### src/verilog/csdf_pkg.sv
/*
 * csdf_pkg: field layout, codes, limits and struct types of the card specific data
 * register bank. Assumes a single 20 MHz clock domain and no bus fabric.
 */
package csdf_pkg;

    // register geometry
    localparam int unsigned CARD_W = 128;

    // field positions (low bit of each field)
    localparam int unsigned POS_STRUCT    = 126;
    localparam int unsigned POS_ACCESS    = 112;
    localparam int unsigned POS_CLKACC    = 104;
    localparam int unsigned POS_SPEED     = 96;
    localparam int unsigned POS_CLASS     = 84;
    localparam int unsigned POS_RBL       = 80;
    localparam int unsigned POS_RPART     = 79;
    localparam int unsigned POS_WMIS      = 78;
    localparam int unsigned POS_RMIS      = 77;
    localparam int unsigned POS_DRV       = 76;
    localparam int unsigned POS_DEVSIZE   = 62;
    localparam int unsigned POS_RCURLO    = 59;
    localparam int unsigned POS_RCURHI    = 56;
    localparam int unsigned POS_WCURLO    = 53;
    localparam int unsigned POS_WCURHI    = 50;
    localparam int unsigned POS_MULT      = 47;
    localparam int unsigned POS_ERBLK     = 46;
    localparam int unsigned POS_SECTOR    = 39;
    localparam int unsigned POS_WPGRP     = 32;
    localparam int unsigned POS_WPEN      = 31;
    localparam int unsigned POS_R2W       = 26;
    localparam int unsigned POS_WBL       = 22;
    localparam int unsigned POS_WPART     = 21;
    localparam int unsigned POS_FMTGRP    = 15;
    localparam int unsigned POS_COPY      = 14;
    localparam int unsigned POS_PERM      = 13;
    localparam int unsigned POS_TEMP      = 12;
    localparam int unsigned POS_FMT       = 10;
    localparam int unsigned POS_CRC       = 1;

    // transfer rate codes
    localparam logic [7:0] SPEED_DEFAULT = 8'h32;
    localparam logic [7:0] SPEED_HIGH    = 8'h5A;

    // block length exponent limits
    localparam logic [3:0] BL_MIN = 4'h9;
    localparam logic [3:0] BL_MAX = 4'hB;
    localparam logic [3:0] BL_2G  = 4'hA;

    // highest legal program speed code
    localparam logic [2:0] R2W_MAX = 3'h5;

    // largest user capacity in bytes, two to the 31st
    localparam logic [39:0] CAP_LIMIT = 40'h00_8000_0000;

    // programmable low byte layout
    typedef struct packed {
        logic       fmt_grp;
        logic       copy;
        logic       perm;
        logic       temp;
        logic [1:0] fmt;
        logic [1:0] rsvd;
        logic [6:0] crc;
    } csdf_prog_t;

    // program request carrier
    typedef struct packed {
        logic       valid;
        csdf_prog_t data;
    } csdf_wr_t;

    // derived status carrier
    typedef struct packed {
        logic wr_blocked;
        logic group_protect_ok;
        logic fields_legal;
    } csdf_stat_t;

    // module state
    typedef struct packed {
        csdf_prog_t prog;
        logic       high_speed;
        logic       prog_err;
    } csdf_state_t;

endpackage

### src/verilog/csdf_bank.sv
/*
 * csdf_bank: the card specific data register. Presents the 128-bit word,
 * takes program commands for the writable low byte and mode changes.
 * Assumes the command layer decodes commands, checks framing and feeds
 * single-cycle strobes; the host recomputes the checksum it writes.
 */
//
// Contract
// - access-time byte: unit 2:0, mantissa 6:3
// - clocked access factor counts 100-cycle units
// - transfer-rate byte: unit 2:0, mantissa 6:3
// - rate 032h default, 05Ah high speed
// - class bit n set when class supported
// - read block exponent only 9 to 11
// - write exponent equals read exponent, 512 ok
// - partial write flag selects 512 or byte
// - misalignment flags allow boundary crossing
// - driver stage flag implies driver register
// - capacity from size, multiplier, block exponent
// - capacity at most 2G, 1024 block
// - current fields three-bit supply codes
// - erase flag zero erases whole sectors
// - erase flag one erases 512 blocks
// - sector field is blocks minus one
// - group field is sectors minus one
// - program speed codes 0 to 5 legal
// - copy flag programmable only once
// - protect flags block writes and erases
// - format codes valid only in group 0; code flags group 1 only with a nonzero code
`timescale 1ns/10ps

module csdf_bank
    import csdf_pkg::*;
#(
    parameter logic [1:0]  STRUCT_VER    = 2'h0,
    parameter logic [7:0]  ACCESS_CODE   = 8'h0E,
    parameter logic [7:0]  CLK_ACC_CODE  = 8'h00,
    parameter logic [11:0] CLASS_SET     = 12'h5B5,
    parameter logic [3:0]  READ_BL_EXP   = 4'h9,
    parameter logic        WRITE_PART    = 1'b0,
    parameter logic        WRITE_MIS     = 1'b0,
    parameter logic        READ_MIS      = 1'b0,
    parameter logic        DRIVER_STAGE  = 1'b0,
    parameter logic [11:0] DEV_SIZE      = 12'h7D0,
    parameter logic [2:0]  SIZE_MULT     = 3'h3,
    parameter logic [2:0]  RCUR_LO       = 3'h5,
    parameter logic [2:0]  RCUR_HI       = 3'h5,
    parameter logic [2:0]  WCUR_LO       = 3'h5,
    parameter logic [2:0]  WCUR_HI       = 3'h5,
    parameter logic        ERASE_BLK     = 1'b1,
    parameter logic [6:0]  SECTOR_BLKS   = 7'h1F,
    parameter logic [6:0]  GROUP_SECT    = 7'h00,
    parameter logic        GROUP_EN      = 1'b1,
    parameter logic [2:0]  R2W_CODE      = 3'h2,
    parameter logic [15:0] PROG_RESET    = 16'h0000 // low byte at power up
)(
    input  wire logic                    clock,
    input  wire logic                    rst_n,
    input  wire csdf_pkg::csdf_wr_t      prog_wr,       // program command strobe
    input  wire logic                    speed_high,    // switch to high speed
    input  wire logic                    speed_default, // switch back to default
    input  wire logic                    card_reset,    // reset command seen
    output logic [csdf_pkg::CARD_W-1:0]  card_specific_data,
    output logic                         prog_rejected, // last program refused
    output csdf_pkg::csdf_stat_t         status
);
    import csdf_pkg::*;

    ////////////////////////////////////////////////////////////////////////
    // state
    csdf_state_t state_q;  // all flops
    csdf_state_t state_d;  // next value
    logic        illegal;  // program breaks a one-time bit, the copy freeze or the perm lock

    ////////////////////////////////////////////////////////////////////////
    // next state
    always_comb
    begin
        state_d = state_q;
        // one-time bits may only move while still at reset value
        illegal = (state_q.prog.copy    & ~prog_wr.data.copy)
                | (state_q.prog.perm    & ~prog_wr.data.perm)
                | (state_q.prog.copy    & (prog_wr.data.fmt_grp != state_q.prog.fmt_grp))
                | (state_q.prog.copy    & (prog_wr.data.fmt != state_q.prog.fmt))
                | state_q.prog.perm; // permanent lock freezes bank
        // mode: reset or back-to-default wins over a high-speed request
        if (card_reset || speed_default)
        begin
            state_d.high_speed = 1'b0;
        end
        else if (speed_high)
        begin
            state_d.high_speed = 1'b1;
        end
        // program command: the checksum comes from the host as is
        if (prog_wr.valid)
        begin
            if (illegal)
            begin
                state_d.prog_err = 1'b1;
            end
            else
            begin
                state_d.prog     = prog_wr.data;
                state_d.prog_err = 1'b0;
            end
        end
    end

    ////////////////////////////////////////////////////////////////////////
    // register
    always_ff @(posedge clock)
    begin
        if (!rst_n)
        begin
            // bit 0 is fixed high, so only bits 15:1 of the reset word are kept
            state_q <= '{prog: PROG_RESET[15:1], high_speed: 1'b0, prog_err: 1'b0};
        end
        else
        begin
            state_q <= state_d;
        end
    end

    ////////////////////////////////////////////////////////////////////////
    // word assembly
    always_comb
    begin
        card_specific_data = '0;
        card_specific_data[POS_STRUCT +: 2]  = STRUCT_VER;
        card_specific_data[POS_ACCESS +: 8]  = {1'b0, ACCESS_CODE[6:0]};
        card_specific_data[POS_CLKACC +: 8]  = CLK_ACC_CODE;
        card_specific_data[POS_SPEED +: 8]   = state_q.high_speed ? SPEED_HIGH
                                                                  : SPEED_DEFAULT;
        card_specific_data[POS_CLASS +: 12]  = CLASS_SET;
        card_specific_data[POS_RBL +: 4]     = READ_BL_EXP;
        card_specific_data[POS_RPART]        = 1'b1;
        card_specific_data[POS_WMIS]         = WRITE_MIS;
        card_specific_data[POS_RMIS]         = READ_MIS;
        card_specific_data[POS_DRV]          = DRIVER_STAGE;
        card_specific_data[POS_DEVSIZE +: 12] = DEV_SIZE;
        card_specific_data[POS_RCURLO +: 3]  = RCUR_LO;
        card_specific_data[POS_RCURHI +: 3]  = RCUR_HI;
        card_specific_data[POS_WCURLO +: 3]  = WCUR_LO;
        card_specific_data[POS_WCURHI +: 3]  = WCUR_HI;
        card_specific_data[POS_MULT +: 3]    = SIZE_MULT;
        card_specific_data[POS_ERBLK]        = ERASE_BLK;
        card_specific_data[POS_SECTOR +: 7]  = SECTOR_BLKS;
        card_specific_data[POS_WPGRP +: 7]   = GROUP_SECT;
        card_specific_data[POS_WPEN]         = GROUP_EN;
        card_specific_data[POS_R2W +: 3]     = R2W_CODE;
        card_specific_data[POS_WBL +: 4]     = READ_BL_EXP;
        card_specific_data[POS_WPART]        = WRITE_PART;
        card_specific_data[15:0]             = {state_q.prog, 1'b1};
    end

    ////////////////////////////////////////////////////////////////////////
    // capacity
    // (size + 1) blocks of two to (mult + 2), each two to exp bytes
    // widest case is 13 bits shifted by 24, so 40 bits never overflow
    logic [12:0] block_base;      // device size plus one
    logic [4:0]  cap_shift;       // total power of two
    logic [39:0] capacity_bytes;  // user capacity in bytes
    logic        over_cap;        // capacity coding breaks the cap

    assign block_base     = {1'h0, DEV_SIZE} + 13'h0001;
    assign cap_shift      = {2'h0, SIZE_MULT} + 5'h02 + {1'h0, READ_BL_EXP};
    assign capacity_bytes = {27'h000_0000, block_base} << cap_shift;
    // a full 2G card must use the 1024-byte block, not a larger one
    assign over_cap = (capacity_bytes > CAP_LIMIT)
                    || ((capacity_bytes == CAP_LIMIT) && (READ_BL_EXP != BL_2G));

    ////////////////////////////////////////////////////////////////////////
    // status
    assign prog_rejected = state_q.prog_err;
    assign status.wr_blocked       = state_q.prog.perm | state_q.prog.temp;
    assign status.group_protect_ok = GROUP_EN;
    // static legality plus the live format code
    assign status.fields_legal = (READ_BL_EXP >= BL_MIN) && (READ_BL_EXP <= BL_MAX)
                               && (R2W_CODE <= R2W_MAX)
                               && !over_cap
                               && !(state_q.prog.fmt_grp && state_q.prog.fmt != 2'h0);

    ////////////////////////////////////////////////////////////////////////
    // checks
    speed_mode_a: assert property (@(posedge clock) disable iff (!rst_n)
        (card_reset || speed_default) |=> card_specific_data[POS_SPEED +: 8] == SPEED_DEFAULT)
        else $error("rate did not return to default");
    speed_high_a: assert property (@(posedge clock) disable iff (!rst_n)
        (speed_high && !card_reset && !speed_default)
        |=> card_specific_data[POS_SPEED +: 8] == SPEED_HIGH)
        else $error("rate not high after switch");
    copy_once_a: assert property (@(posedge clock) disable iff (!rst_n)
        $past(card_specific_data[POS_COPY]) |-> card_specific_data[POS_COPY])
        else $error("copy flag cleared");
    perm_lock_a: assert property (@(posedge clock) disable iff (!rst_n)
        card_specific_data[POS_PERM] |=> $stable(card_specific_data[15:1]))
        else $error("locked bank changed");
    blk_equal_a: assert property (@(posedge clock) disable iff (!rst_n)
        card_specific_data[POS_WBL +: 4] == card_specific_data[POS_RBL +: 4])
        else $error("block exponents differ");
    prog_take_a: assert property (@(posedge clock) disable iff (!rst_n)
        (prog_wr.valid && !illegal) |=> card_specific_data[15:1] == $past(prog_wr.data))
        else $error("program not taken");
    reject_a: assert property (@(posedge clock) disable iff (!rst_n)
        (prog_wr.valid && illegal) |=> prog_rejected && $stable(card_specific_data[15:1]))
        else $error("illegal program accepted");
    block_out_a: assert property (@(posedge clock) disable iff (!rst_n)
        status.wr_blocked == (card_specific_data[POS_PERM] | card_specific_data[POS_TEMP]))
        else $error("protect status wrong");
    end_bit_a: assert property (@(posedge clock) disable iff (!rst_n)
        card_specific_data[0] && !card_specific_data[POS_ACCESS + 7])
        else $error("fixed bits wrong");

    ////////////////////////////////////////////////////////////////////////
    // fixed encodings
    // mantissa code zero is reserved
    access_mant_a: assert property (@(posedge clock) disable iff (!rst_n)
        card_specific_data[POS_ACCESS + 3 +: 4] != 4'h0)
        else $error("access mantissa reserved");

    // rate units above 100 Mbit/s are reserved
    rate_unit_a: assert property (@(posedge clock) disable iff (!rst_n)
        card_specific_data[POS_SPEED +: 3] <= 3'h3)
        else $error("rate unit reserved");

    // top bit reserved and mantissa never zero
    rate_rsvd_a: assert property (@(posedge clock) disable iff (!rst_n)
        !card_specific_data[POS_SPEED + 7] && (card_specific_data[POS_SPEED + 3 +: 4] != 4'h0))
        else $error("rate byte reserved bits");

    // only the two documented rate codes ever show
    rate_codes_a: assert property (@(posedge clock) disable iff (!rst_n)
        (card_specific_data[POS_SPEED +: 8] == SPEED_DEFAULT)
        || (card_specific_data[POS_SPEED +: 8] == SPEED_HIGH))
        else $error("rate code unknown");

    // no mode strobe, no rate change
    rate_hold_a: assert property (@(posedge clock) disable iff (!rst_n)
        !(speed_high || speed_default || card_reset)
        |=> $stable(card_specific_data[POS_SPEED +: 8]))
        else $error("rate moved without strobe");

    // read exponent inside 512 to 2048 bytes
    read_exp_a: assert property (@(posedge clock) disable iff (!rst_n)
        (card_specific_data[POS_RBL +: 4] >= BL_MIN) && (card_specific_data[POS_RBL +: 4] <= BL_MAX))
        else $error("read exponent reserved");

    // the write block is never below 512 bytes
    write_exp_a: assert property (@(posedge clock) disable iff (!rst_n)
        card_specific_data[POS_WBL +: 4] >= BL_MIN)
        else $error("write exponent too small");

    // partial reads are always permitted
    read_part_a: assert property (@(posedge clock) disable iff (!rst_n)
        card_specific_data[POS_RPART])
        else $error("partial read flag low");

    // coded capacity stays within 2G bytes
    cap_limit_a: assert property (@(posedge clock) disable iff (!rst_n)
        capacity_bytes <= CAP_LIMIT)
        else $error("capacity above limit");

    // a full-size card reports the 1024-byte block
    cap_block_a: assert property (@(posedge clock) disable iff (!rst_n)
        (capacity_bytes == CAP_LIMIT) |-> (card_specific_data[POS_RBL +: 4] == BL_2G))
        else $error("full card block wrong");

    // program speed codes 6 and 7 are reserved
    prog_speed_a: assert property (@(posedge clock) disable iff (!rst_n)
        card_specific_data[POS_R2W +: 3] <= R2W_MAX)
        else $error("program speed reserved");

    ////////////////////////////////////////////////////////////////////////
    // programming
    // an accepted program clears the refusal flag
    rej_clear_a: assert property (@(posedge clock) disable iff (!rst_n)
        (prog_wr.valid && !illegal) |=> !prog_rejected)
        else $error("refusal flag stuck");

    // once copied, the format group is frozen
    copy_grp_a: assert property (@(posedge clock) disable iff (!rst_n)
        (prog_wr.valid && card_specific_data[POS_COPY]
         && (prog_wr.data.fmt_grp != card_specific_data[POS_FMTGRP])) |=> prog_rejected)
        else $error("group changed after copy");

    // permanent protection never comes off
    perm_sticky_a: assert property (@(posedge clock) disable iff (!rst_n)
        $past(card_specific_data[POS_PERM]) |-> card_specific_data[POS_PERM])
        else $error("permanent protect cleared");

    // reserved format codes of group one are flagged
    fmt_legal_a: assert property (@(posedge clock) disable iff (!rst_n)
        (card_specific_data[POS_FMTGRP] && (card_specific_data[POS_FMT +: 2] != 2'h0))
        |-> !status.fields_legal)
        else $error("reserved format not flagged");

    // without a program strobe the writable byte holds
    idle_hold_a: assert property (@(posedge clock) disable iff (!rst_n)
        !prog_wr.valid |=> $stable(card_specific_data[15:1]))
        else $error("byte moved without program");

endmodule

### config.mk
export PLATFORM = sky130hd
export DESIGN_NAME = csdf_bank
export DESIGN_NICKNAME = d
export VERILOG_FILES = /design/src/verilog/csdf_pkg.sv /design/src/verilog/csdf_bank.sv
export SDC_FILE = /design/constraint.sdc
export NUM_CORES = 1
export LEC_CHECK = 0
export CAP_MARGIN = 20
export CORE_AREA = 4 4 57 59
export CTS_CLUSTER_SIZE = 24
export DETAILED_ROUTE_END_ITERATION = 7
export DIE_AREA = 0 0 61 63
export DONT_BUFFER_PORTS = 1
export PLACE_DENSITY = 0.81
export SYNTH_ARGS = -nofsm -noshare
export SYNTH_HDL_FRONTEND = slang
export SYNTH_SLANG_ARGS = --single-unit
export TNS_END_PERCENT = 1
### constraint.sdc
create_clock -name clock -period 2.5 [get_ports clock]
set_input_delay 0.25 -clock clock [delete_from_list [all_inputs] [get_ports clock]]
set_output_delay 0.25 -clock clock [all_outputs]
set_load 0.03 [all_outputs]
Word level (Yosys, flattened, before mapping) --
Index checks and enable logic that the tools add are counted.
Word-level totals: input bits 21, memories 0, output and inout bits 132, memory bits (writable) 0, logic and storage cells 32, latch bits 0, register bits after elaboration 17, ROM bits 0
Operators by class: bitwise gates (word level) 13, equality and inequality tests 2, div/mod/pow operators 0, multipliers 0, reduce and logical (&&, ||, !) cells 6, mux-type cells 2, $add $sub $neg 0, shift-type cells 0, order comparisons 0
Operators by type and width (count):
- 7-bit two-way mux | 1
- 1-bit bitwise OR | 5
- 1-bit AND | 4
- 1-bit NOT | 4
- 2-bit != test | 1
- 2-bit AND reduction | 1
- 2-bit nonzero test | 1
- 2-bit OR reduction | 1
- 1-bit logical AND | 1
- 1-bit zero test | 1
- 1-bit logical OR | 1
- 1-bit two-way mux | 1
- 1-bit != test | 1

Depth between registers and ports, before layout --
depth in word-level cells 8, mapped depth 4, depth with buffers taken out 3

Worst setup path before layout --
Ideal clock, no wire load.
path kind flip-flop to flip-flop, from register state_q (netlist bit card_specific_data[13]), to register state_q (netlist bit card_specific_data[12]), arrival 1.404 ns, setup time 0.072 ns, path buffers 1, path slack 1.024 ns, clock period less this slack 1.476 ns, data required time 2.428 ns, stages on the path, launching flop included 5, path through dfxtp_1 and3b_1 a41oi_2 buf_6 mux2i_1
On the way: longest elaborated chain between the ends 7
Ends and longest elaborated chain:
- start, declared | RTL line csdf_bank.sv:71 | csdf_state_t state_q;
- start signal, assigned | RTL line csdf_bank.sv:117 | state_q <= '{prog: PROG_RESET[15:1], high_speed: 1'b0, prog_err: 1'b0};
- start signal, assigned | RTL line csdf_bank.sv:121 | state_q <= state_d;
- 1-bit AND | RTL line csdf_bank.sv:82 | | (state_q.prog.perm & ~prog_wr.data.perm)
- 1-bit bitwise OR | RTL line csdf_bank.sv:82
- 1-bit bitwise OR | RTL line csdf_bank.sv:83 | | (state_q.prog.copy & (prog_wr.data.fmt_grp != state_q.prog.fmt_grp))
- 1-bit bitwise OR | RTL line csdf_bank.sv:84 | | (state_q.prog.copy & (prog_wr.data.fmt != state_q.prog.fmt))
- 1-bit bitwise OR * | RTL line csdf_bank.sv:85 | | state_q.prog.perm;
- 1-bit NOT (no source line) *
- 2-bit AND reduction (no source line) *
Mark *: on every way between the ends. The rest lies on a longest branch, timed or not. A chain may end at the register's enable or synchronous reset.

Final worst setup path --
from register state_q[1] in the netlist's numbering, to output port card_specific_data[101] in the netlist's numbering
On the way: longest elaborated chain between the ends 1
Ends and longest elaborated chain:
- 7-bit two-way mux | RTL line csdf_bank.sv:133 | card_specific_data[POS_SPEED +: 8] = state_q.high_speed ? SPEED_HIGH
- end, declared | RTL line csdf_bank.sv:63 | output logic [csdf_pkg::CARD_W-1:0] card_specific_data,
Every way passes these cells.

==> impl_metrics.tcl <==
set metrics [dict create \
    status "completed" \
    rows 19 \
    grt_pass1_wl_um 2760 \
    ys_warn_count 0 \
    antenna_found_initial 0 \
    final_net_count 208 \
    grt_usage_pct 9.62 \
    htreeDepth 1 \
    synth-simple-area-share_pct 9.08 \
    critPathMaxStageDelay_ns 0.74 \
    timing.rr.start "card_specific_data[13]" \
    final_layout_size_suffix_gt1_share_pct 4.30 \
    critPathCaptureType "primary output" \
    fp.dieW_um 61 \
    worstHoldStart "speed_default" \
    netlist_instances 187 \
    syn_to_final_growth_pct -24.0 \
    first_global_vias 575 \
    cts.sinks 17 \
    place_inst 213 \
    utilization_pct 43.6 \
    port_buffers 0 \
    clock_skew_ns 0.00405 \
    avgSynthCellArea_um2 8.32 \
    hold_viol 0 \
    final_max_slew_viol_count 0 \
    start_util_pct 57.4 \
    place_area_mm2 0.00116 \
    slew_headroom_pct 58.0 \
    cts-buffers-inserted 3 \
    synth_cell_type_count 19 \
    fillCellCount 269 \
    gp_congestion 0.632 \
    rsz0062_at_grt "false" \
    startpoint "state_q[1]" \
    cap_violations 0 \
    drt_first_iter_violations 15 \
    instances_no_fill 217 \
    ios 153 \
    holdCritPathClass "primary input to register" \
    crit_type "register to primary output" \
    cts_tree "yes" \
    power.total_uw 795 \
    die_height_um 63 \
    power.density_mw_per_mm2 673 \
    setup_viol 0 \
    clkTransAtPathRegs_ns 0.10 \
    fmax_ghz 0.632 \
    drtPass1Iterations 2 \
    grt_max_degree 29 \
    setup-tns-final_ns 0 \
    drt_wl_total_um 2290 \
    die-area_mm2 0.00384 \
    fin_crit_ns 1.58 \
    antenna_cells 0 \
    crit_required_ns 2.25 \
    cp_num_buf_inv 1 \
    crit_family "flip-flops" \
    postCtsHoldBufs 0 \
    start_kind "register" \
    drc 0 \
    synthXorXnorAreaFrac_pct 1.69 \
    synth-seq-cells 17 \
    synthAdderAreaFrac_pct 0 \
    grt-ovfl-total 0 \
    root_buffer "clkbuf_4" \
    synth_compound_area_share_pct 2.81 \
    finalCritPeriodShare_pct 63.3 \
    multiInputGateArea_um2 758 \
    vdd_drop_max_uv 309 \
    final_antenna_net_count 0 \
    leakagePower_nw 0.688 \
    coreArea_mm2 0.00271 \
    critPathSlowestCell "dfxtp_1" \
    avgViaCountPerCell 3.61 \
    via_count 783 \
    regArea_um2 340 \
    final_area_mm2 0.00118 \
    netlist_area_mm2 0.00156 \
    tightest_slew_ns 0.630 \
    post-cts-setup-buffers 0 \
    worstPathMaxFanout 4 \
    dp_hpwl_um 1970 \
    synth_top_family_by_area "buffers and inverters" \
    ctsResizeCount 0 \
    ys_seq_area_share_pct 21.9 \
    cp_cell_sequence "inv_1" \
    clk_latency_ns 0.28 \
    arrival_ns 1.33 \
    avgRoutedWirePerCell_um 10.6 \
    synth_mux_area_share_pct 8.36 \
    cts_buffer_depth 2 \
]
-- layout make-up --
type                    instances  share of cell area (%)
clock buffers                   4                    2.22
inverters                       1                   0.317
multi-input cells             162                    64.1
flip-flops and latches         17                    28.8
well taps                      31                    3.28
repair buffers                  2                    1.27
-- synth_stat cells --
cell type / count / share of area [%]
buf_4: 112 / 54
nor2_1: 1 / 0.24
inv_1: 1 / 0.24
clkbuf_1: 3 / 0.72
conb_1: 2 / 0.48
nand2_1: 22 / 5.3
o21a_1: 1 / 0.48
buf_6: 1 / 0.72
dfxtp_1: 17 / 22
or2_2: 1 / 0.40
nor3b_2: 1 / 0.80
nor2b_1: 3 / 1.2
xnor2_1: 3 / 1.7
o211a_1: 1 / 0.64
a41oi_2: 1 / 1.0
nor4b_1: 1 / 0.56
and3b_1: 1 / 0.56
o21ai_0: 2 / 0.64
mux2i_1: 13 / 8.4
-- per-layer routing --
layer  track usage (%)  share of wire (%)
met5                 0                  0
met4              5.69               0.96
met3              3.31                 19
met2              17.9                 55
met1              8.26                 25
-- final timing paths --
| path | end | slack (ns) | depth (start not counted) |
|---|---|---|---|
| setup reg to reg | card_specific_data[9] | 0.96 | 4 |
| hold / removal | state_q[1] | 0.03 | 1 |
| hold reg to reg | card_specific_data[3] | 0.62 | 2 |
| setup / recovery | card_specific_data[101] | 0.92 | 1 |
-- state kept, by name, indices dropped and copies added, names as in the netlist --
signal              count
card_specific_data     15
prog_rejected           1
state_q                 1
-- metrics by stage --
stage               hold slack (ns)  setup WS [ns]
floorplan                     0.327           1.02
finish                       0.0298          0.918
global route                 0.0215          0.834
detailed placement            0.329          0.953
CTS                          0.0161          0.899
global placement              0.328           1.01
-- cell usage in the layout, fill, tap and decap left out --
cell      netlist  routed
a41oi_2         1       1
buf_4         112       2
clkbuf_4        0       3
or2_2           1       1
o21a_1          1       1
nand2_1        22      22
nor2b_1         3       3
o211a_1         1       1
nor4b_1         1       1
dfxtp_1        17      17
clkbuf_1        3       1
nor2_1          1       1
o21ai_0         2       2
xnor2_1         3       3
and3b_1         1       1
conb_1          2     111
inv_1           1       1
nor3b_2         1       1
mux2i_1        13      13
-- power by group --
part / internal (mW) / leakage [nW] / switching (mW) / total, mW
Sequential: 0.293 / 0.140 / 0.0638 / 0.357
Combinational: 0.0354 / 0.533 / 0.257 / 0.292
Clock: 0.0619 / 0.0150 / 0.0845 / 0.146
Total: 0.390 / 0.688 / 0.405 / 0.795
-- cell families after synthesis --
logic type	count (synthesis)
xor+xnor	3
mux	13
other cells	2
compound gates	5
simple gates	30
buf+inv	117
flops	17
No activity file was read; power rests on OpenSTA's default activity.
